<file path="src/hdl/fbi_pkg.sv">
package fbi_pkg;

   localparam int unsigned DATA_W        = 16;
   localparam int unsigned ADDR_LSB      = 1;
   localparam int unsigned ADDR_PIN_MSB  = 25;
   localparam int unsigned ADDR_PIN_W    = ADDR_PIN_MSB - ADDR_LSB + 1;
   localparam int unsigned PEND_POL_BIT  = 10;
   localparam int unsigned TOP_DIE_BIT   = 25;
   localparam int unsigned SYNC_STAGES   = 2;

   localparam int unsigned DENS_64M      = 64;
   localparam int unsigned DENS_128M     = 128;
   localparam int unsigned DENS_256M     = 256;
   localparam int unsigned DENS_512M     = 512;
   localparam int unsigned MSB_64M       = 22;
   localparam int unsigned MSB_128M      = 23;
   localparam int unsigned MSB_256M      = 24;
   localparam int unsigned MSB_512M      = 25;

   localparam logic [DATA_W-1:0]     RCR_RESET  = 16'h0000;
   localparam logic [ADDR_PIN_W-1:0] ADDR_RESET = 25'h0000000;
   localparam logic [DATA_W-1:0]     DATA_RESET = 16'h0000;

   typedef enum logic [1:0] {
      FBI_SRC_ARRAY,
      FBI_SRC_STATUS,
      FBI_SRC_PROT,
      FBI_SRC_RCR
   } fbi_src_t;

   typedef enum logic {
      FBI_MODE_ASYNC,
      FBI_MODE_SYNC
   } fbi_mode_t;

   typedef struct packed {
      logic ce_n;
      logic oe_n;
      logic we_n;
      logic address_valid_n;
      logic bus_clk;
      logic reset_pin_n;
   } fbi_ctl_t;

   typedef struct packed {
      logic [ADDR_PIN_W-1:0] addr;
      logic [DATA_W-1:0]     data;
   } fbi_wr_t;

endpackage : fbi_pkg

</file>
<file path="src/hdl/fbi_sync.sv">
`timescale 1ns/1ns
module fbi_sync #(
   parameter int unsigned   WIDTH   = 1,
   parameter logic [WIDTH-1:0] RST_VAL = '0
) (
   input  wire logic             clk_sys,
   input  wire logic             rst_n,
   input  wire logic [WIDTH-1:0] d,
   output logic      [WIDTH-1:0] q
);

   logic [WIDTH-1:0] meta_r;

   always_ff @(posedge clk_sys or negedge rst_n) begin
      if (!rst_n) begin
         meta_r <= RST_VAL;
         q      <= RST_VAL;
      end else begin
         meta_r <= d;
         q      <= meta_r;
      end
   end

endmodule : fbi_sync

</file>
<file path="src/hdl/fbi_bus_if.sv">
`timescale 1ns/1ns
// Behaviour
// sync read: address at strobe rise or clock
// async: strobe rise latches, low flows through
// host ties unused address strobe low
// host ties unused bus clock steady
// data bus: writes in, reads source out
// data float when select or enable high
// write strobe rise latches address and data
// low select activates die logic
// high select: standby, data and pending float
// host deselects when idle
// output enable drives data, else float
// reset pin resets automation, blocks writes
// reset exit gives async array read
// pending polarity from configuration bit ten
// sync read: pending while data invalid
// async page and writes: pending deasserted
// pending driven only when both selected
// address width follows density
// 512 Mbit: top bit selects top die
// address bit one is word granular
module fbi_bus_if
   import fbi_pkg::*;
#(
   parameter int unsigned DENSITY_MBIT = DENS_512M
) (
   input  wire logic                  clk_sys,
   input  wire logic                  rst_n,
   input  wire fbi_ctl_t              ctl_pin,
   input  wire logic [ADDR_PIN_W-1:0] addr_pin,
   input  wire logic [DATA_W-1:0]     dq_in,
   output logic      [DATA_W-1:0]     dq_out,
   output logic                       dq_oe,
   output logic                       pending_out,
   output logic                       pending_oe,
   input  wire logic [DATA_W-1:0]     array_rdata,
   input  wire logic                  array_rvalid,
   input  wire logic [DATA_W-1:0]     status_rdata,
   input  wire logic [DATA_W-1:0]     prot_rdata,
   input  wire logic                  src_load,
   input  wire fbi_src_t              src_sel,
   input  wire logic                  mode_load,
   input  wire fbi_mode_t             mode_sel,
   input  wire logic                  rcr_load,
   input  wire logic [DATA_W-1:0]     rcr_data,
   output logic      [ADDR_PIN_W-1:0] array_addr,
   output logic                       top_die_sel,
   output logic                       die_active,
   output logic                       standby,
   output logic                       automation_rst,
   output logic                       wr_req,
   output fbi_wr_t                    wr_info,
   output logic [DATA_W-1:0]          read_configuration_register
);

   function automatic int unsigned msb_of(input int unsigned dens);
      case (dens)
         DENS_64M:  msb_of = MSB_64M;
         DENS_128M: msb_of = MSB_128M;
         DENS_256M: msb_of = MSB_256M;
         default:   msb_of = MSB_512M;
      endcase
   endfunction : msb_of

   localparam int unsigned ADDR_MSB = msb_of(DENSITY_MBIT);
   localparam int unsigned ADDR_W   = ADDR_MSB - ADDR_LSB + 1;

   function automatic logic [ADDR_PIN_W-1:0] mask_addr(
      input logic [ADDR_PIN_W-1:0] a
   );
      logic [ADDR_PIN_W-1:0] m;
      m = '0;
      m[ADDR_W-1:0] = a[ADDR_W-1:0];
      mask_addr = m;
   endfunction : mask_addr

   fbi_ctl_t              ctl_s;
   logic [ADDR_PIN_W-1:0] addr_s;
   logic [DATA_W-1:0]     dq_s;
   fbi_ctl_t              ctl_d_r;

   fbi_sync #(
      .WIDTH   ($bits(fbi_ctl_t)),
      .RST_VAL ('1)
   ) u_sync_ctl (
      .clk_sys (clk_sys),
      .rst_n   (rst_n),
      .d       (ctl_pin),
      .q       (ctl_s)
   );

   fbi_sync #(
      .WIDTH (ADDR_PIN_W)
   ) u_sync_addr (
      .clk_sys (clk_sys),
      .rst_n   (rst_n),
      .d       (addr_pin),
      .q       (addr_s)
   );

   fbi_sync #(
      .WIDTH (DATA_W)
   ) u_sync_dq (
      .clk_sys (clk_sys),
      .rst_n   (rst_n),
      .d       (dq_in),
      .q       (dq_s)
   );

   always_ff @(posedge clk_sys or negedge rst_n) begin
      if (!rst_n) begin
         ctl_d_r <= '1;
      end else begin
         ctl_d_r <= ctl_s;
      end
   end

   logic in_reset;
   logic adv_rise;
   logic adv_fall;
   logic bclk_rise;
   logic we_rise;
   logic selected;
   logic reading;

   assign in_reset  = !ctl_s.reset_pin_n;
   assign adv_rise  = ctl_s.address_valid_n && !ctl_d_r.address_valid_n;
   assign adv_fall  = !ctl_s.address_valid_n && ctl_d_r.address_valid_n;
   assign bclk_rise = ctl_s.bus_clk && !ctl_d_r.bus_clk;
   assign we_rise   = ctl_s.we_n && !ctl_d_r.we_n;
   assign selected  = !ctl_s.ce_n;
   assign reading   = selected && !ctl_s.oe_n && ctl_s.we_n;

   // mode and read source
   fbi_mode_t mode_r;
   fbi_src_t  src_r;
   logic [DATA_W-1:0] rcr_r;

   always_ff @(posedge clk_sys or negedge rst_n) begin
      if (!rst_n) begin
         mode_r <= FBI_MODE_ASYNC;
      end else if (in_reset) begin
         mode_r <= FBI_MODE_ASYNC;
      end else if (mode_load) begin
         mode_r <= mode_sel;
      end
   end

   always_ff @(posedge clk_sys or negedge rst_n) begin
      if (!rst_n) begin
         src_r <= FBI_SRC_ARRAY;
      end else if (in_reset) begin
         src_r <= FBI_SRC_ARRAY;
      end else if (src_load) begin
         src_r <= src_sel;
      end
   end

   always_ff @(posedge clk_sys or negedge rst_n) begin
      if (!rst_n) begin
         rcr_r <= RCR_RESET;
      end else if (in_reset) begin
         rcr_r <= RCR_RESET;
      end else if (rcr_load) begin
         rcr_r <= rcr_data;
      end
   end

   assign read_configuration_register = rcr_r;

   // address capture
   logic [ADDR_PIN_W-1:0] addr_hold_r;
   logic                  sync_taken_r;
   logic [ADDR_PIN_W-1:0] addr_nxt;

   always_ff @(posedge clk_sys or negedge rst_n) begin
      if (!rst_n) begin
         sync_taken_r <= 1'b0;
      end else if (adv_fall || ctl_s.address_valid_n) begin
         sync_taken_r <= 1'b0;
      end else if (mode_r == FBI_MODE_SYNC && bclk_rise) begin
         sync_taken_r <= 1'b1;
      end
   end

   always_ff @(posedge clk_sys or negedge rst_n) begin
      if (!rst_n) begin
         addr_hold_r <= ADDR_RESET;
      end else if (we_rise && selected) begin
         addr_hold_r <= mask_addr(addr_s);
      end else if (adv_rise && !sync_taken_r) begin
         addr_hold_r <= mask_addr(addr_s);
      end else if (mode_r == FBI_MODE_SYNC && !sync_taken_r
                   && !ctl_s.address_valid_n && bclk_rise) begin
         addr_hold_r <= mask_addr(addr_s);
      end
   end

   always_comb begin
      addr_nxt = addr_hold_r;
      if (mode_r == FBI_MODE_ASYNC && !ctl_s.address_valid_n) begin
         addr_nxt = mask_addr(addr_s);
      end
   end

   // word address out, bit one is index zero
   always_ff @(posedge clk_sys or negedge rst_n) begin
      if (!rst_n) begin
         array_addr  <= ADDR_RESET;
         top_die_sel <= 1'b0;
      end else begin
         array_addr  <= addr_nxt;
         if (DENSITY_MBIT == DENS_512M) begin
            top_die_sel <= addr_nxt[TOP_DIE_BIT-ADDR_LSB];
         end else begin
            top_die_sel <= 1'b0;
         end
      end
   end

   // writes
   always_ff @(posedge clk_sys or negedge rst_n) begin
      if (!rst_n) begin
         wr_req  <= 1'b0;
         wr_info <= '{addr: ADDR_RESET, data: DATA_RESET};
      end else begin
         wr_req <= we_rise && selected && !in_reset;
         if (we_rise && selected) begin
            wr_info.addr <= mask_addr(addr_s);
            wr_info.data <= dq_s;
         end
      end
   end

   // die activity and automation reset
   always_ff @(posedge clk_sys or negedge rst_n) begin
      if (!rst_n) begin
         die_active     <= 1'b0;
         standby        <= 1'b1;
         automation_rst <= 1'b1;
      end else begin
         die_active     <= selected;
         standby        <= !selected;
         automation_rst <= in_reset;
      end
   end

   // read data path
   logic [DATA_W-1:0] rd_nxt;

   always_comb begin
      case (src_r)
         FBI_SRC_ARRAY:  rd_nxt = array_rdata;
         FBI_SRC_STATUS: rd_nxt = status_rdata;
         FBI_SRC_PROT:   rd_nxt = prot_rdata;
         FBI_SRC_RCR:    rd_nxt = rcr_r;
         default:        rd_nxt = array_rdata;
      endcase
   end

   always_ff @(posedge clk_sys or negedge rst_n) begin
      if (!rst_n) begin
         dq_out <= DATA_RESET;
         dq_oe  <= 1'b0;
      end else begin
         dq_out <= rd_nxt;
         dq_oe  <= reading;
      end
   end

   // pending output
   logic pend_active;
   logic pend_pol;

   assign pend_pol    = rcr_r[PEND_POL_BIT];
   assign pend_active = mode_r == FBI_MODE_SYNC && reading
                        && !array_rvalid;

   always_ff @(posedge clk_sys or negedge rst_n) begin
      if (!rst_n) begin
         pending_out <= 1'b0;
         pending_oe  <= 1'b0;
      end else begin
         pending_out <= pend_active ? pend_pol : !pend_pol;
         pending_oe  <= selected && !ctl_s.oe_n;
      end
   end

endmodule : fbi_bus_if

</file>
<file path="config.mk">
export PLATFORM = sky130hd
export DESIGN_NAME = fbi_bus_if
export DESIGN_NICKNAME = d
export VERILOG_FILES = /design/src/hdl/fbi_pkg.sv /design/src/hdl/fbi_sync.sv /design/src/hdl/fbi_bus_if.sv
export SDC_FILE = /design/constraint.sdc
export NUM_CORES = 1
export LEC_CHECK = 0
export BUFFER_PORTS_ARGS = -buffer_cell sky130_fd_sc_hd__buf_4
export CAP_MARGIN = 40
export CORE_UTILIZATION = 55
export CTS_CLUSTER_SIZE = 20
export DETAILED_ROUTE_END_ITERATION = 16
export PLACE_DENSITY_LB_ADDON = 0.3
export SYNTH_ARGS = -nofsm -noshare
export SYNTH_HDL_FRONTEND = slang
export SYNTH_SLANG_ARGS = --single-unit
</file>
<file path="constraint.sdc">
create_clock -name clk_sys -period 3 [get_ports clk_sys]
set_input_delay 0.6 -clock clk_sys [delete_from_list [all_inputs] [get_ports clk_sys]]
set_output_delay 0.6 -clock clk_sys [all_outputs]
set_load 0.01 [all_outputs]
</file>
Word-level counts from Yosys, hierarchy flattened
Index checks and enable logic that the tools add are counted.
W data, S select, Z words.
- register bits after elaboration: 232
- bits of input ports: 120
- output and inout port bits: 106
- word-level logic and storage cells: 77
- equal/unequal tests: 6
- multiplexer cells: 14
- bitwise logic cells: 1
- reduce and logical (&&, ||, !) cells: 30
- operator list (kind ; count):
    $mux W25 ; 4
    $pmux W16 S4 ; 1
    $mux W16 ; 2
    $logic_and A1 B1 Y1 ; 16
    $logic_not A1 Y1 ; 10
    $ne A2 B2 Y1 const B ; 3
    $mux W1 ; 5
    $eq A2 B2 Y1 const B ; 2
    $mux W2 ; 2
    $reduce_bool A3 Y1 ; 1
    $eq A2 B1 Y1 const B ; 1
    $logic_not A2 Y1 ; 1
    $reduce_bool A2 Y1 ; 1
    $logic_or A1 B1 Y1 ; 1
    $not A1 Y1 ; 1

Depth between registers and ports, before layout
Gate-level depths: netlist of run 1.
- word-level depth: 7
- gate-level depth with buffers: 4
- gate-level depth less buffers: 3

Hierarchy
Synthesis of run 1 repeated with hierarchy kept, for this count alone.
- cell total of the unflattened synthesis: 408
- area total of the unflattened synthesis: 7658.6 µm²
- modules (own cells, without submodules) (module ; instances ; cells each ; area an instance (µm²) ; sequential area each (µm²)):
    fbi_bus_if ; 1 ; 314 ; 5291.3 ; 3434.5
    fbi_sync (u_sync_addr) ; 1 ; 50 ; 1251.2 ; 1251.2
    fbi_sync (u_sync_dq) ; 1 ; 32 ; 800.8 ; 800.8
    fbi_sync (u_sync_ctl) ; 1 ; 12 ; 315.3 ; 315.3

Worst setup path before layout of run 1
OpenSTA, ideal clock, no wires.
- path kind: register to register
- start point: reg ctl_d_r[1] (netlist name)
- end point: reg addr_hold_r[10]
- library setup time: 0.125 ns
- data arrival time: 1.583 ns
- data required time: 2.875 ns
- slack: 1.292 ns
- stages on the path, launching flop included: 5
- buffers on the path: 1
- period minus slack after synthesis: 1.708 ns
- cell sequence: dfstp_2 and3b_1 a221oi_4 buf_6 mux2_2
- cells in the longest elaborated chain, start to end: 4
- ends and longest elaborated chain (what ; line ; RTL):
    from (decl) ; fbi_bus_if.sv:81 ; fbi_ctl_t ctl_d_r;
    from (signal assigned) ; fbi_bus_if.sv:115 ; ctl_d_r <= ctl_s;
    $logic_not A1 Y1 ; fbi_bus_if.sv:130 ; assign bclk_rise = ctl_s.bus_clk && !ctl_d_r.bus_clk;
    $logic_and A1 B1 Y1 ; fbi_bus_if.sv:130 ;
    $logic_and A1 B1 Y1 ; fbi_bus_if.sv:195 ; && !ctl_s.address_valid_n && bclk_rise) begin
    $reduce_bool A3 Y1 (no source line) ; - ;
    to (signal assigned) ; fbi_bus_if.sv:191 ; addr_hold_r <= mask_addr(addr_s);
    to (signal assigned) ; fbi_bus_if.sv:193 ; addr_hold_r <= mask_addr(addr_s);
    to (signal assigned) ; fbi_bus_if.sv:196 ; addr_hold_r <= mask_addr(addr_s);
    to (decl) ; fbi_bus_if.sv:173 ; logic [ADDR_PIN_W-1:0] addr_hold_r;
Every way passes these cells.
A chain may end at the register's enable or synchronous reset.

Worst setup path after layout of run 1
- start point: reg u_sync_ctl.q[5]
- end point: reg addr_hold_r[20]
- cells in the longest elaborated chain, start to end: 3
- elaborated cells on any way between the ends: 4
- those cells by class: mux: 1; reduce/logical: 3
- ends and longest elaborated chain (what ; line ; RTL):
    from (decl) ; fbi_sync.sv:9 ; output logic [WIDTH-1:0] q
    from (signal assigned) ; fbi_sync.sv:20 ; q <= meta_r;
    $logic_not A1 Y1 * ; fbi_bus_if.sv:132 ; assign selected = !ctl_s.ce_n;
    $logic_and A1 B1 Y1 * ; fbi_bus_if.sv:190 ; end else if (we_rise && selected) begin
    $reduce_bool A3 Y1 (no source line) or $mux W25 (tied branches) ; - ;
Every way passes the cells marked *; elsewhere a longest branch is shown, timed or not.

==> results.md, run 1 <==
- The total overflow left after global routing is 0.
- The max-cap violation count is 0.
- The final total negative setup slack is 0 ns.
- The critical path start-end classification is reg2reg.
- For this run, the share of the core covered by cells in the final layout is 0.775.
- The initial cell density of the core is 0.572.
- After clock tree synthesis, the clock-pin slew on the worst setup and hold paths is about 0.060 ns.
- For this block, the routed nets add up to between 15,000 and 20,000 um of wire.
- In this run, synthesis produced a sequential element count of approximately 230.
- Along the worst path, the maximum fanout reaches 25.
- The congestion estimate from routability-driven global placement came to 0.754.
- The number of primary I/O pins is 226.
- The buffer levels on the longest clock path is 3.
- The number of global-route vias before repair is 4,806.
- The area fraction of the dominant cell type after synthesis is 0.699.
- Data on the critical path is required at its endpoint by around 3.4 ns.
- The area of the core is 0.0134 mm^2.
- The area overhead of the layout relative to synthesis is 35.6%.
- The clock sink count is 231.
- The number of hold violations in the final report is 0.
- The placed instance area is 0.00960 mm^2.
- The routed design could run at a clock period as short as between 1.5 and 2 ns.
- The routed via count divided by cell count is 5.09.
- In this run the vertical extent of the chip is 120 um.
- In this run the worst hold path is classified as in2async.
- The synthesized netlist occupies a cell area of 0.00766 mm^2.
- The clock tree from TritonCTS is yes.
- For this run, the top clock speed supported by timing is 520 MHz.
- Summed over all nets, the half-perimeter wirelength after detailed placement is 10,700 um.
- The clock tree root driver cell is sky130_fd_sc_hd__clkbuf_16.
- The number of instances in the synthesized netlist is 408.
- The number of setup buffers added after CTS is 0.
- The number of buffers inserted during clock tree synthesis is 23.
- The die is 120 um wide.
- The maximum clock skew at final layout is 0.00784 ns.
- After detailed placement, the design holds a cell count of 803.
- The proportion of layout cells with a drive suffix above 1 is 0.596.
- The number of antenna violations at the first check in global routing is 0.
- The run finished with clean final reports.
- Across the whole layout, storage elements account for 0.00580 mm^2.
- The worst hold slack is 0.0774 ns.
- IR analysis of the VDD net gives a maximum drop of 530 uV.
- The repair_antennas step left the layout with diodes totalling 0.
- The number of nets handed over by synthesis was approximately 530.
- Entering global routing, the biggest net connects 82 pins.
- The area enclosed by the die boundary is 0.0144 mm^2.
- Once detail routing completed, the nets flagged for antenna violations numbered 0.
- The total number of placement rows is between 40 and 50.
- The biggest area contributor in the post-synthesis netlist is sky130_fd_sc_hd__dfrtp_1.
- For this run, the register share of the synthesized area comes to 0.757.
- The number of nets in the layout is 772.
- In the final routed layout, each cell accounts on average for 18.4 um.
- The number of buffers inserted by hold repair at cts is 0.
- The latest clock arrival within the worst-skew pair is 0.49 ns.
- The overall power consumption is 7.47 mW.
- The combined area of the multi-input logic cells is 0.00176 mm^2.
- The worst setup path is launched from a flop.
- The first global-routing pass estimated ~25,000 um of wire.
- The iteration count of the initial detailed-routing pass is 4.
- At the worst endpoint, the arrival time is 2.30 ns.
- Of the available clock period, the critical path in the final layout requires 0.641.
- The transition at the pin with the smallest max-transition slack is between 0.8 and 0.9 ns.
- Power spread over the standard cell area amounts to 719 mW/mm^2.
- Once routing completed, OpenROAD measured the worst setup slack at 1.08 ns.
- The count of final setup violators is 0.
- The post-route DRC violation count is 0.
- STA classifies the critical path endpoint as a flop.
- Across all layers, the routed design uses around 4.3k vias.
- Across every metal layer, demand over resource in global routing totals 0.223.
- The number of pins exceeding their max-slew limit in the final report is 0.
- Dividing the synthesized area by the synthesized cell count gives 18.8 um^2.
- The count of H-tree levels built during CTS is 1.
- By area the synthesized netlist is led by sky130_fd_sc_hd__dfrtp_1, sky130_fd_sc_hd__mux2_2, sky130_fd_sc_hd__dfstp_2.
- The count of warnings emitted by yosys is 0.
- The number of gates resized after cts is 0.
- For this run, the number of standard cells in the final layout without fillers is 845.
- Headroom to the max-slew limit came out at 0.458.
- Setup repair after global routing left no endpoint under its margin.
- Counting distinct cell types in the post-synthesis netlist gives 20.
- The layout has 786 filler cells.
- The finished cells cover 0.0104 mm^2.
- The count of buffers from port buffering is 225.
- The leakage dissipation is approximately 5 nW.
- The first routing iteration left 207 violations.
- Timing analysis after detailed placement gives a worst setup slack of 1.06 ns.
[layout by cell type (no fill, tap or decap), types with 2 or more instances in the layout]
cell,synthesis,final
sky130_fd_sc_hd__bufinv_16,0,2
sky130_fd_sc_hd__dfrtp_1,214,214
sky130_fd_sc_hd__mux4_2,16,16
sky130_fd_sc_hd__clkbuf_1,3,5
sky130_fd_sc_hd__buf_12,0,2
sky130_fd_sc_hd__mux2i_1,19,19
sky130_fd_sc_hd__inv_1,2,2
sky130_fd_sc_hd__nor2_1,24,23
sky130_fd_sc_hd__buf_8,0,2
sky130_fd_sc_hd__clkbuf_8,0,8
sky130_fd_sc_hd__clkbuf_16,0,23
sky130_fd_sc_hd__mux2_2,90,90
sky130_fd_sc_hd__dfstp_2,17,17
sky130_fd_sc_hd__clkinv_2,0,3
sky130_fd_sc_hd__buf_4,1,232
[report_power, final]
group	internal [mW]	switching (mW)	total (mW)	leakage [nW]
clock network	1.78	1.11	2.90	0.391
logic	0.573	0.386	0.959	1.79
registers	3.44	0.171	3.61	2.72
[area by class of cell]
type	count	area share
sequential	231	0.559
timing repair buffer	236	0.174
multi-input combinational	158	0.169
clock buffer	36	0.0678
tap	176	0.0212
clock inverter	6	0.00807
inverter	2	0.000723
[cells in the mapped netlist]
master,n
sky130_fd_sc_hd__mux2_2,90
sky130_fd_sc_hd__nor2_1,24
sky130_fd_sc_hd__xor2_1,1
sky130_fd_sc_hd__mux2_1,1
sky130_fd_sc_hd__buf_6,2
sky130_fd_sc_hd__and2_1,1
sky130_fd_sc_hd__and3b_1,1
sky130_fd_sc_hd__dfstp_2,17
sky130_fd_sc_hd__clkbuf_1,3
sky130_fd_sc_hd__nand3b_1,1
sky130_fd_sc_hd__a221oi_4,1
sky130_fd_sc_hd__inv_1,2
sky130_fd_sc_hd__nor3_1,1
sky130_fd_sc_hd__nor3b_4,1
sky130_fd_sc_hd__buf_2,11
sky130_fd_sc_hd__mux4_2,16
sky130_fd_sc_hd__dfrtp_1,214
sky130_fd_sc_hd__mux2i_1,19
sky130_fd_sc_hd__nor3b_1,1
sky130_fd_sc_hd__buf_4,1
[critical path: stages (launching register included)]
cell	delay (ns)
sky130_fd_sc_hd__dfstp_2	0.59
sky130_fd_sc_hd__nor3b_4	0.05
sky130_fd_sc_hd__buf_4	0.21
sky130_fd_sc_hd__a221oi_4	0.19
sky130_fd_sc_hd__buf_4	0.36
sky130_fd_sc_hd__mux2_2	0.39
[kinds of logic after synthesis]
kind of cell              count (synthesis)  synth area share
AOI/OAI and AO/OA                         1           0.00343
xor gates and xnor gates                  1           0.00114
buffers and inverters                    19            0.0136
DFF                                     231             0.757
muxes                                   126             0.206
and+or+nand+nor                          30            0.0188
[layer usage]
layer,global-route usage,wire length (um),vias to the layer above
met1,0.281,5960,2219
met4,0.0430,229,0
met5,0,0,-
met2,0.389,8230,157
li1,-,-,1896
met3,0.0608,1130,26
[worst paths after layout]
check	start	endpoint	slack [ns]	depth (start not counted)
setup reg to reg	u_sync_ctl.q[5]	addr_hold_r[20]	1.08	5
hold reg to reg	u_sync_addr.meta_r[22]	u_sync_addr.q[22]	0.35	0
max in group asynchronous	rst_n	ctl_d_r[1]	2.09	2
hold / removal	rst_n	u_sync_addr.q[17]	0.08	1
min in group clk_sys	dq_in[7]	u_sync_dq.meta_r[7]	0.21	1
setup / recovery	u_sync_ctl.q[5]	addr_hold_r[20]	1.08	5
[flip-flops by register name (all words and copies together), names as in the netlist, 2 cells and up]
name / flops
addr_hold_r: 25
array_addr: 25
ctl_d_r: 3
dq_out: 16
read_configuration_register: 16
src_r: 2
u_sync_addr.meta_r: 25
u_sync_addr.q: 25
u_sync_ctl.meta_r: 6
u_sync_ctl.q: 6
u_sync_dq.meta_r: 16
u_sync_dq.q: 16
wr_info: 41
Note: power is estimated with default switching activity, not from simulation.
==> inputs of run 2 (changes only) <==
--- a/config.mk
+++ b/config.mk
@@ -5,9 +5,10 @@
 export SDC_FILE = /design/constraint.sdc
 export NUM_CORES = 1
 export LEC_CHECK = 0
+export ABC_AREA = 1
 export BUFFER_PORTS_ARGS = -buffer_cell sky130_fd_sc_hd__buf_4
 export CAP_MARGIN = 40
-export CORE_UTILIZATION = 55
+export CORE_UTILIZATION = 51
 export CTS_CLUSTER_SIZE = 20
 export DETAILED_ROUTE_END_ITERATION = 16
 export PLACE_DENSITY_LB_ADDON = 0.3
==> constraint.sdc (replaced) <==
create_clock -name clk_sys -period 1.9 [get_ports clk_sys]
set_input_delay 0.38 -clock clk_sys [delete_from_list [all_inputs] [get_ports clk_sys]]
set_output_delay 0.38 -clock clk_sys [all_outputs]
set_load 0.01 [all_outputs]
==> run 2 against run 1 <==
Combinational power up 65%; critical path depth stayed put; fmax is 12% higher; largest power group unchanged.
==> results.md, run 2 <==
- The overall routing resource usage came to 0.264 (was 0.223).
- The most common cell in the netlist is sky130_fd_sc_hd__dfrtp_1 (unchanged).
- The count of warnings emitted by yosys is 0 (unchanged).
- The initial cell density of the core was 0.532 (was 0.572).
- For hold timing, the worst endpoint is dq_out[11].
- The count of buffers from port buffering came to 225 (unchanged).
- The worst hold path passes through 3 cells.
- The proportion of layout cells with a drive suffix above 1 is 0.316 (was 0.596).
- The wire length reported by the detailed router is 20,300 um (was 15,500 um).
- The mean cell area of the mapped netlist is 11.8 um^2 (was 18.8 um^2).
- The register area share after synthesis is 0.740 (was 0.757).
- Cell types with the highest counts after synthesis: sky130_fd_sc_hd__dfrtp_1, sky130_fd_sc_hd__nand2_1, sky130_fd_sc_hd__inv_1 (was sky130_fd_sc_hd__dfrtp_1, sky130_fd_sc_hd__mux2_2, sky130_fd_sc_hd__nor2_1).
- The count of final setup violators is 0 (unchanged).
- The final period demand of the worst path is 1.72 ns (was 1.92 ns).
- The power per cell area came to 1070 mW/mm^2 (was 719 mW/mm^2).
- The number of flops mapped to enable cells by yosys is 0 (unchanged).
- The final total negative setup slack came to 0 ns (unchanged).
- The kind of start point of the critical path is a flop (unchanged).
- The arrival time of data at the critical path endpoint is 2.10 ns (was 2.30 ns).
- The clock tree root driver cell is sky130_fd_sc_hd__clkbuf_16 (unchanged).
- The clock sink count is 231 (unchanged).
- The number of primary I/O pins came to 226 (unchanged).
- The number of buffers inserted by hold repair at cts is 48 (was 0).
- The count of H-tree levels built during CTS is 1 (unchanged).
- The area enclosed by the die boundary is 0.0159 mm^2 (was 0.0144 mm^2).
- The number of gates resized after cts was 0 (unchanged).
- The number of hold violations in the final report is 0 (unchanged).
- The maximum achievable frequency came to 580 MHz (was 520 MHz).
- The post-route core utilization is 0.745 (was 0.775).
- The total number of placement rows is 44 (was 42).
- The clock tree from TritonCTS is yes (unchanged).
- The number of setup buffers added after CTS is 0 (unchanged).
- The start point of the worst min-delay path is prot_rdata[11].
- The flip-flop and latch count after synthesis was 231 (unchanged).
- The final clock period utilization by the worst path is 0.907 (was 0.641).
- The normalized max-slew margin is 0.541 (was 0.458).
- The number of flip-flops in the largest register came to 41 (unchanged).
- The latest clock arrival within the worst-skew pair is 0.50 ns (was 0.49 ns).
- The most frequent standard cell in the layout excluding fill and tap cells is sky130_fd_sc_hd__buf_4 (unchanged).
- The net count after synthesis is 783 (was 528).
- The final weighted congestion of routability-driven global placement is 0.875 (was 0.754).
- The category of the worst setup path capture point is a flop (unchanged).
- The cell taking the most area after synthesis is sky130_fd_sc_hd__dfrtp_1 (unchanged).
- The post-route DRC violation count was 0 (unchanged).
- The buffer levels on the longest clock path is 3 (unchanged).
- Top area cells in the synthesized netlist: sky130_fd_sc_hd__dfrtp_1, sky130_fd_sc_hd__nand2_1, sky130_fd_sc_hd__dfstp_2 (was sky130_fd_sc_hd__dfrtp_1, sky130_fd_sc_hd__mux2_2, sky130_fd_sc_hd__dfstp_2).
- The reg2reg setup slack is 0.18 ns (was 1.08 ns).
- The die boundary height is 126 um (was 120 um).
- Most used cells in the layout excluding fill and tap cells: sky130_fd_sc_hd__buf_4, sky130_fd_sc_hd__dfrtp_1, sky130_fd_sc_hd__nand2_1 (was sky130_fd_sc_hd__buf_4, sky130_fd_sc_hd__dfrtp_1, sky130_fd_sc_hd__mux2_2).
- The maximum clock skew at final layout is 0.0128 ns (was 0.00784 ns).
- The count of vias placed by the detailed router came to 6,009 (was 4,298).
- The clock transition time at the flip-flop clock pins of the worst setup and hold paths is 0.06 ns (about the same).
- The number of antenna violations at the first check in global routing is 1 (was 0).
- The area fraction of the dominant cell type after synthesis is 0.683 (was 0.699).
- The worst flop-to-flop path endpoint was addr_hold_r[21] (was addr_hold_r[20]).
- The count of cell types in the netlist is 25 (was 20).
- The prevailing post-synth register cell was sky130_fd_sc_hd__dfrtp_1 (unchanged).
- The routed via count divided by cell count is 5.24 (was 5.09).
- The number of global-route vias before repair came to 6,438 (was 4,806).
- The worst hold slack is 0.108 ns (was 0.0774 ns).
- The transition at the pin with the smallest max-transition slack came to 0.685 ns (was 0.813 ns).
- The remaining antenna violation count was 0 (unchanged).
- The number of nets in the layout came to 1,064 (was 772).
- The detailed-placement wirelength estimate is 12,500 um (was 10,700 um).
- The critical register-to-register path startpoint is u_sync_ctl.q[5] (unchanged).
- The overall die width is 126 um (was 120 um).
- The number of DRC violations after detailed-routing iteration 0 came to 438 (was 207).
- RSZ-0062 raised after global routing: no (unchanged).
- The count of fill cells added during filler insertion is 980 (was 786).
- The required time at the worst-slack endpoint is 2.28 ns (was 3.37 ns).
- The total overflow reported by the global router is 0 (unchanged).
- The number of cell instances on the worst register-to-register path is 5 (unchanged).
- The leakage dissipation is 5.48 nW (was 4.90 nW).
- The class of the worst hold path is in2reg (was in2async).
- The highest fanout seen on the critical path was 25 (unchanged).
- The area overhead of the layout relative to synthesis is 40.1% (was 35.6%).
- The area of the core is 0.0148 mm^2 (was 0.0134 mm^2).
- The register name with the most flops is wr_info (unchanged).
- The number of pins exceeding their max-slew limit in the final report is 0 (unchanged).
- The iteration count of the initial detailed-routing pass came to 5 (was 4).
- Run status: finished, final reports clean (unchanged).
- The mean routed wirelength per cell came to 17.7 um (was 18.4 um).
- The critical path start-end classification is reg2reg (unchanged).
- The first-pass GRT wire length was 32,500 um (was 24,700 um).
- The largest net degree at the start of global routing is 67 (was 82).
- The max-cap violation count is 0 (unchanged).
- The area of the mapped netlist was 0.00784 mm^2 (was 0.00766 mm^2).
- The number of instances in the synthesized netlist is 663 (was 408).
- The share of flip-flops with an asynchronous set or reset is 1.00 (unchanged).
- The peak ir drop on the vdd network is 719 uV (was 530 uV).
- The number of buffers inserted during clock tree synthesis is 23 (unchanged).
-- run 2: changes by cell type in the layout (fill, tap and decap cells not counted), moves of 26 or more --
cell                            previous run  this run
sky130_fd_sc_hd__nand2_1                   0       159
sky130_fd_sc_hd__mux2_2                   90         0
sky130_fd_sc_hd__dlygate4sd3_1             0        48
sky130_fd_sc_hd__nand4_1                   0        26
sky130_fd_sc_hd__a21oi_1                   0        26
sky130_fd_sc_hd__nand3_1                   0        35
sky130_fd_sc_hd__inv_1                     2        48
-- run 2: worst max-delay path by stage --
stage	from	to	slack, ns	cells past startpoint
final	u_sync_ctl.q[5]	addr_hold_r[21]	0.18	5
after global routing	u_sync_ctl.q[5]	addr_hold_r[21]	0.09	5
after CTS	u_sync_ctl.q[5]	addr_hold_r[4]	0.17	5
after detailed placement	u_sync_ctl.q[5]	addr_hold_r[4]	0.20	5
after global placement	u_sync_ctl.q[5]	addr_hold_r[6]	0.32	5
after floorplan	u_sync_ctl.q[3]	addr_hold_r[1]	0.63	6
-- run 2: routing by layer --
layer / vias up / share of wire / GRT usage
li1: 2713 / - / -
met1: 2944 / 0.36 / 0.307
met2: 291 / 0.53 / 0.468
met3: 61 / 0.077 / 0.0603
met4: 0 / 0.036 / 0.113
met5: - / 0 / 0
-- run 2: worst max-delay path, stage by stage (launching register included) --
cell	delay, ns
sky130_fd_sc_hd__dfstp_2	0.60
sky130_fd_sc_hd__nor2_4	0.12
sky130_fd_sc_hd__nand2_2	0.12
sky130_fd_sc_hd__nand3_2	0.45
sky130_fd_sc_hd__nand2_1	0.21
sky130_fd_sc_hd__nand2_1	0.09
-- run 2: final cells by class --
type | instances | area, um^2 | share of cell area
Clock inverter | 8 | 93.8 | 0.00854
Antenna cell | 1 | 2.50 | 0.000228
Clock buffer | 34 | 677 | 0.0616
Inverter | 48 | 180 | 0.0164
Tap cell | 184 | 230 | 0.0209
Sequential cell | 231 | 5800 | 0.528
Multi-Input combinational cell | 349 | 1630 | 0.148
Timing Repair Buffer | 291 | 2370 | 0.216
-- run 2: logic make-up (layout without fill, tap and decap cells) --
| logic type | after synthesis | count (layout) | share of synthesized area |
|---|---|---|---|
| flip-flops | 231 | 231 | 0.740 |
| buffers and inverters | 83 | 381 | 0.0534 |
| AO/OA/AOI/OAI | 86 | 86 | 0.0625 |
| AND/OR/NAND/NOR | 263 | 263 | 0.144 |
| other | 0 | 1 | 0 |
-- run 2: per-stage QoR --
stage | area (um^2) | instances | setup slack, ns | power [mW]
6_report | 11000 | 1146 | 0.176 | 11.8
5_1_grt | 11000 | 1146 | 0.0910 | 12.3
4_1_cts | 11000 | 1145 | 0.175 | 11.9
3_5_place_dp | 9740 | 1055 | 0.200 | 7.22
3_3_place_gp | 9720 | 1053 | 0.322 | 7.14
2_1_floorplan | 7840 | 663 | 0.626 | 6.28
-- run 2: report_power, final --
group	internal (mW)	switching [mW]	leakage, nW
Clock	2.74	1.83	0.385
Combinational	0.790	0.789	2.33
Sequential	5.40	0.260	2.76
Total	8.93	2.87	5.48
==> inputs of run 3 (changes only) <==
--- a/config.mk
+++ b/config.mk
@@ -5,7 +5,6 @@
 export SDC_FILE = /design/constraint.sdc
 export NUM_CORES = 1
 export LEC_CHECK = 0
-export ABC_AREA = 1
 export BUFFER_PORTS_ARGS = -buffer_cell sky130_fd_sc_hd__buf_4
 export CAP_MARGIN = 40
 export CORE_UTILIZATION = 51
==> run 3 against run 2 <==
Count of clock-buffer cells in the layout up 1; via count decreased by 27%; non-clock buffer count down 6; power decreased by 2.3%; register-to-register slack about the same; cell area down 1.3%.
==> results.md, run 3 (synthesis results as in run 1) <==
- Run status: finished, final reports clean (unchanged).
- The arrival time of data at the critical path endpoint is 2.09 ns (was 2.10 ns).
- The clock tree from TritonCTS is yes (unchanged).
- The category of the worst setup path capture point is a flop (unchanged).
- The number of DRC violations after detailed-routing iteration 0 was 201 (was 438).
- The peak ir drop on the vdd network was 789 uV (was 719 uV).
- The count of vias placed by the detailed router is 4,415 (was 6,009).
- The highest metal layer with signal wires is met4 (unchanged).
- The buffer levels on the longest clock path is 3 (unchanged).
- The start point of the worst min-delay path is addr_pin[10] (was prot_rdata[11]).
- The most frequent standard cell in the layout excluding fill and tap cells was sky130_fd_sc_hd__buf_4 (unchanged).
- The total routed wire length on the met1 layer is 6220 um (was 7330 um).
- The overall routing resource usage came to 0.211 (was 0.264).
- The cell count after placement is 813 (was 1,055).
- The number of global-route vias before repair is 5,090 (was 6,438).
- The worst flop-to-flop path endpoint was addr_hold_r[11] (was addr_hold_r[21]).
- The clock transition time at the flip-flop clock pins of the worst setup and hold paths is 0.06 ns (about the same).
- The met3 wirelength from detailed routing is 830 um (was 1570 um).
- The largest net degree at the start of global routing is 62 (was 67).
- The placed instance area was 0.00967 mm^2 (was 0.00974 mm^2).
- The post-route DRC violation count is 0 (unchanged).
- The remaining antenna violation count is 0 (unchanged).
- The maximum achievable frequency is 580 MHz (about the same).
- The finished layout cell area is 0.0108 mm^2 (was 0.0110 mm^2).
- The count of fill cells added during filler insertion is 863 (was 980).
- The reg2reg setup slack is 0.18 ns (about the same).
- The end of the worst hold path is u_sync_addr.meta_r[10] (was dq_out[11]).
- The detailed-placement wirelength estimate is 10,100 um (was 12,500 um).
- The clock tree root driver cell is sky130_fd_sc_hd__clkbuf_16 (unchanged).
- The routed length on met2 is 8470 um (was 10,700 um).
- The diode insertion count for antenna repair is 0 (was 1).
- The number of setup buffers added after CTS was 0 (unchanged).
- Most used cells in the layout excluding fill and tap cells: sky130_fd_sc_hd__buf_4, sky130_fd_sc_hd__dfrtp_1, sky130_fd_sc_hd__mux2_2 (was sky130_fd_sc_hd__buf_4, sky130_fd_sc_hd__dfrtp_1, sky130_fd_sc_hd__nand2_1).
- The total overflow reported by the global router is 0 (unchanged).
- The post-route non-filler standard cell count is 902 (was 1,146).
- The critical path start-end classification is reg2reg (unchanged).
- The area enclosed by the die boundary is 0.0155 mm^2 (was 0.0159 mm^2).
- The clock sink count came to 231 (unchanged).
- The overall power consumption is 11.5 mW (was 11.8 mW).
- The class of the worst hold path is in2reg (unchanged).
- The critical register-to-register path startpoint is u_sync_ctl.q[2] (was u_sync_ctl.q[5]).
- The number of buffers inserted by hold repair at cts is 47 (was 48).
- The count of H-tree levels built during CTS is 1 (unchanged).
- The final clock period utilization by the worst path is 0.907 (about the same).
- The post-route core utilization is 0.743 (was 0.745).
- The required time at the worst-slack endpoint was 2.26 ns (was 2.28 ns).
- The number of hold violations in the final report is 0 (unchanged).
- RSZ-0062 raised after global routing: no (unchanged).
- The latest clock arrival within the worst-skew pair is 0.50 ns (about the same).
- The register name with the most flops is wr_info (unchanged).
- The number of gates resized after cts is 0 (unchanged).
- The mean routed wirelength per cell came to 17.7 um (about the same).
- The number of buffers inserted during clock tree synthesis is 23 (unchanged).
- The number of pins exceeding their max-slew limit in the final report is 0 (unchanged).
- The highest fanout seen on the critical path is 25 (unchanged).
- The initial cell density of the core is 0.525 (was 0.532).
- The final weighted congestion of routability-driven global placement is 0.809 (was 0.875).
- The number of cells traversed by the worst hold path is 1 (was 3).
- The number of nets in the layout is 821 (was 1,064).
- The final total negative setup slack is 0 ns (unchanged).
- The final period demand of the worst path is 1.72 ns (about the same).
- The number of primary I/O pins was 226 (unchanged).
- The routed via count divided by cell count is 4.89 (was 5.24).
- The maximum clock skew at final layout came to 0.0236 ns (was 0.0128 ns).
- The total number of placement rows is 44 (unchanged).
- The overall die width is 125 um (was 126 um).
- The die boundary height was 125 um (was 126 um).
- The number of antenna violations at the first check in global routing came to 0 (was 1).
- The count of final setup violators is 0 (unchanged).
- The proportion of layout cells with a drive suffix above 1 came to 0.552 (was 0.316).
- The count of buffers from port buffering is 225 (unchanged).
- The wire length reported by the detailed router is 15,900 um (was 20,300 um).
- The kind of start point of the critical path is a flop (unchanged).
- The first-pass GRT wire length is 25,800 um (was 32,500 um).
- The normalized max-slew margin is 0.548 (was 0.541).
- The power per cell area is 1060 mW/mm^2 (was 1070 mW/mm^2).
- The iteration count of the initial detailed-routing pass is 4 (was 5).
- The number of flip-flops in the largest register is 41 (unchanged).
- The area of the core is 0.0146 mm^2 (was 0.0148 mm^2).
- The leakage dissipation was 5.08 nW (was 5.48 nW).
- The number of cell instances on the worst register-to-register path is 4 (was 5).
- The max-cap violation count is 0 (unchanged).
- The transition at the pin with the smallest max-transition slack is 0.677 ns (was 0.685 ns).
- The area overhead of the layout relative to synthesis is 41.6% (was 40.1%).
## run 3: changes by cell type in the layout (fill, tap and decap cells not counted), sizes merged, moves of 5 or more
cell	change
nor2	-11
nand3	-36
nand2	-161
buf	-5
inv	-46
a21oi	-26
o2111ai	-16
mux4	+16
mux2	+91
nand4	-26
o21ai	-44
mux2i	+19
## run 3: cell type report
| cell class | instances | area, um^2 | area share |
|---|---|---|---|
| Multi-Input combinational cell | 158 | 1760 | 0.162 |
| Clock inverter | 7 | 63.8 | 0.00588 |
| Timing Repair Buffer | 285 | 2340 | 0.216 |
| Sequential cell | 231 | 5800 | 0.535 |
| Clock buffer | 35 | 641 | 0.0591 |
| Tap cell | 184 | 230 | 0.0212 |
| Inverter | 2 | 7.51 | 0.000692 |
## run 3: routing by layer
layer | vias up | track usage
met4 | 0 | 0.0723
met5 | - | 0
met2 | 133 | 0.370
met1 | 2259 | 0.258
met3 | 34 | 0.0447
li1 | 1989 | -
## run 3: how the worst max path moves through the flow
stage / end / start / slack [ns]
after detailed placement: addr_hold_r[20] / u_sync_ctl.q[2] / 0.18
final: addr_hold_r[11] / u_sync_ctl.q[2] / 0.18
after floorplan: addr_hold_r[10] / ctl_d_r[1] / 0.19
after CTS: addr_hold_r[13] / u_sync_ctl.q[2] / 0.16
after global routing: addr_hold_r[8] / u_sync_ctl.q[2] / 0.10
after global placement: addr_hold_r[8] / u_sync_ctl.q[2] / 0.22
## run 3: metrics by stage
| step | hold slack (ns) | worst slack (ns) |
|---|---|---|
| 2_1_floorplan | 0.0844 | 0.192 |
| 3_3_place_gp | 0.305 | 0.225 |
| 3_5_place_dp | 0.313 | 0.182 |
| 4_1_cts | 0.00124 | 0.156 |
| 5_1_grt | 0.00799 | 0.104 |
| 6_report | 0.0286 | 0.176 |
## run 3: where the power goes
part | switching (mW) | internal [mW]
clock network | 1.75 | 2.46
registers | 0.254 | 5.44
logic | 0.647 | 0.983
total | 2.65 | 8.89
## run 3: critical path: stages (launching register included)
cell and delay [ns]:
sky130_fd_sc_hd__dfstp_2 0.61, sky130_fd_sc_hd__nor2_1 0.10, sky130_fd_sc_hd__a221oi_4 0.29, sky130_fd_sc_hd__buf_12 0.23, sky130_fd_sc_hd__mux2_2 0.35
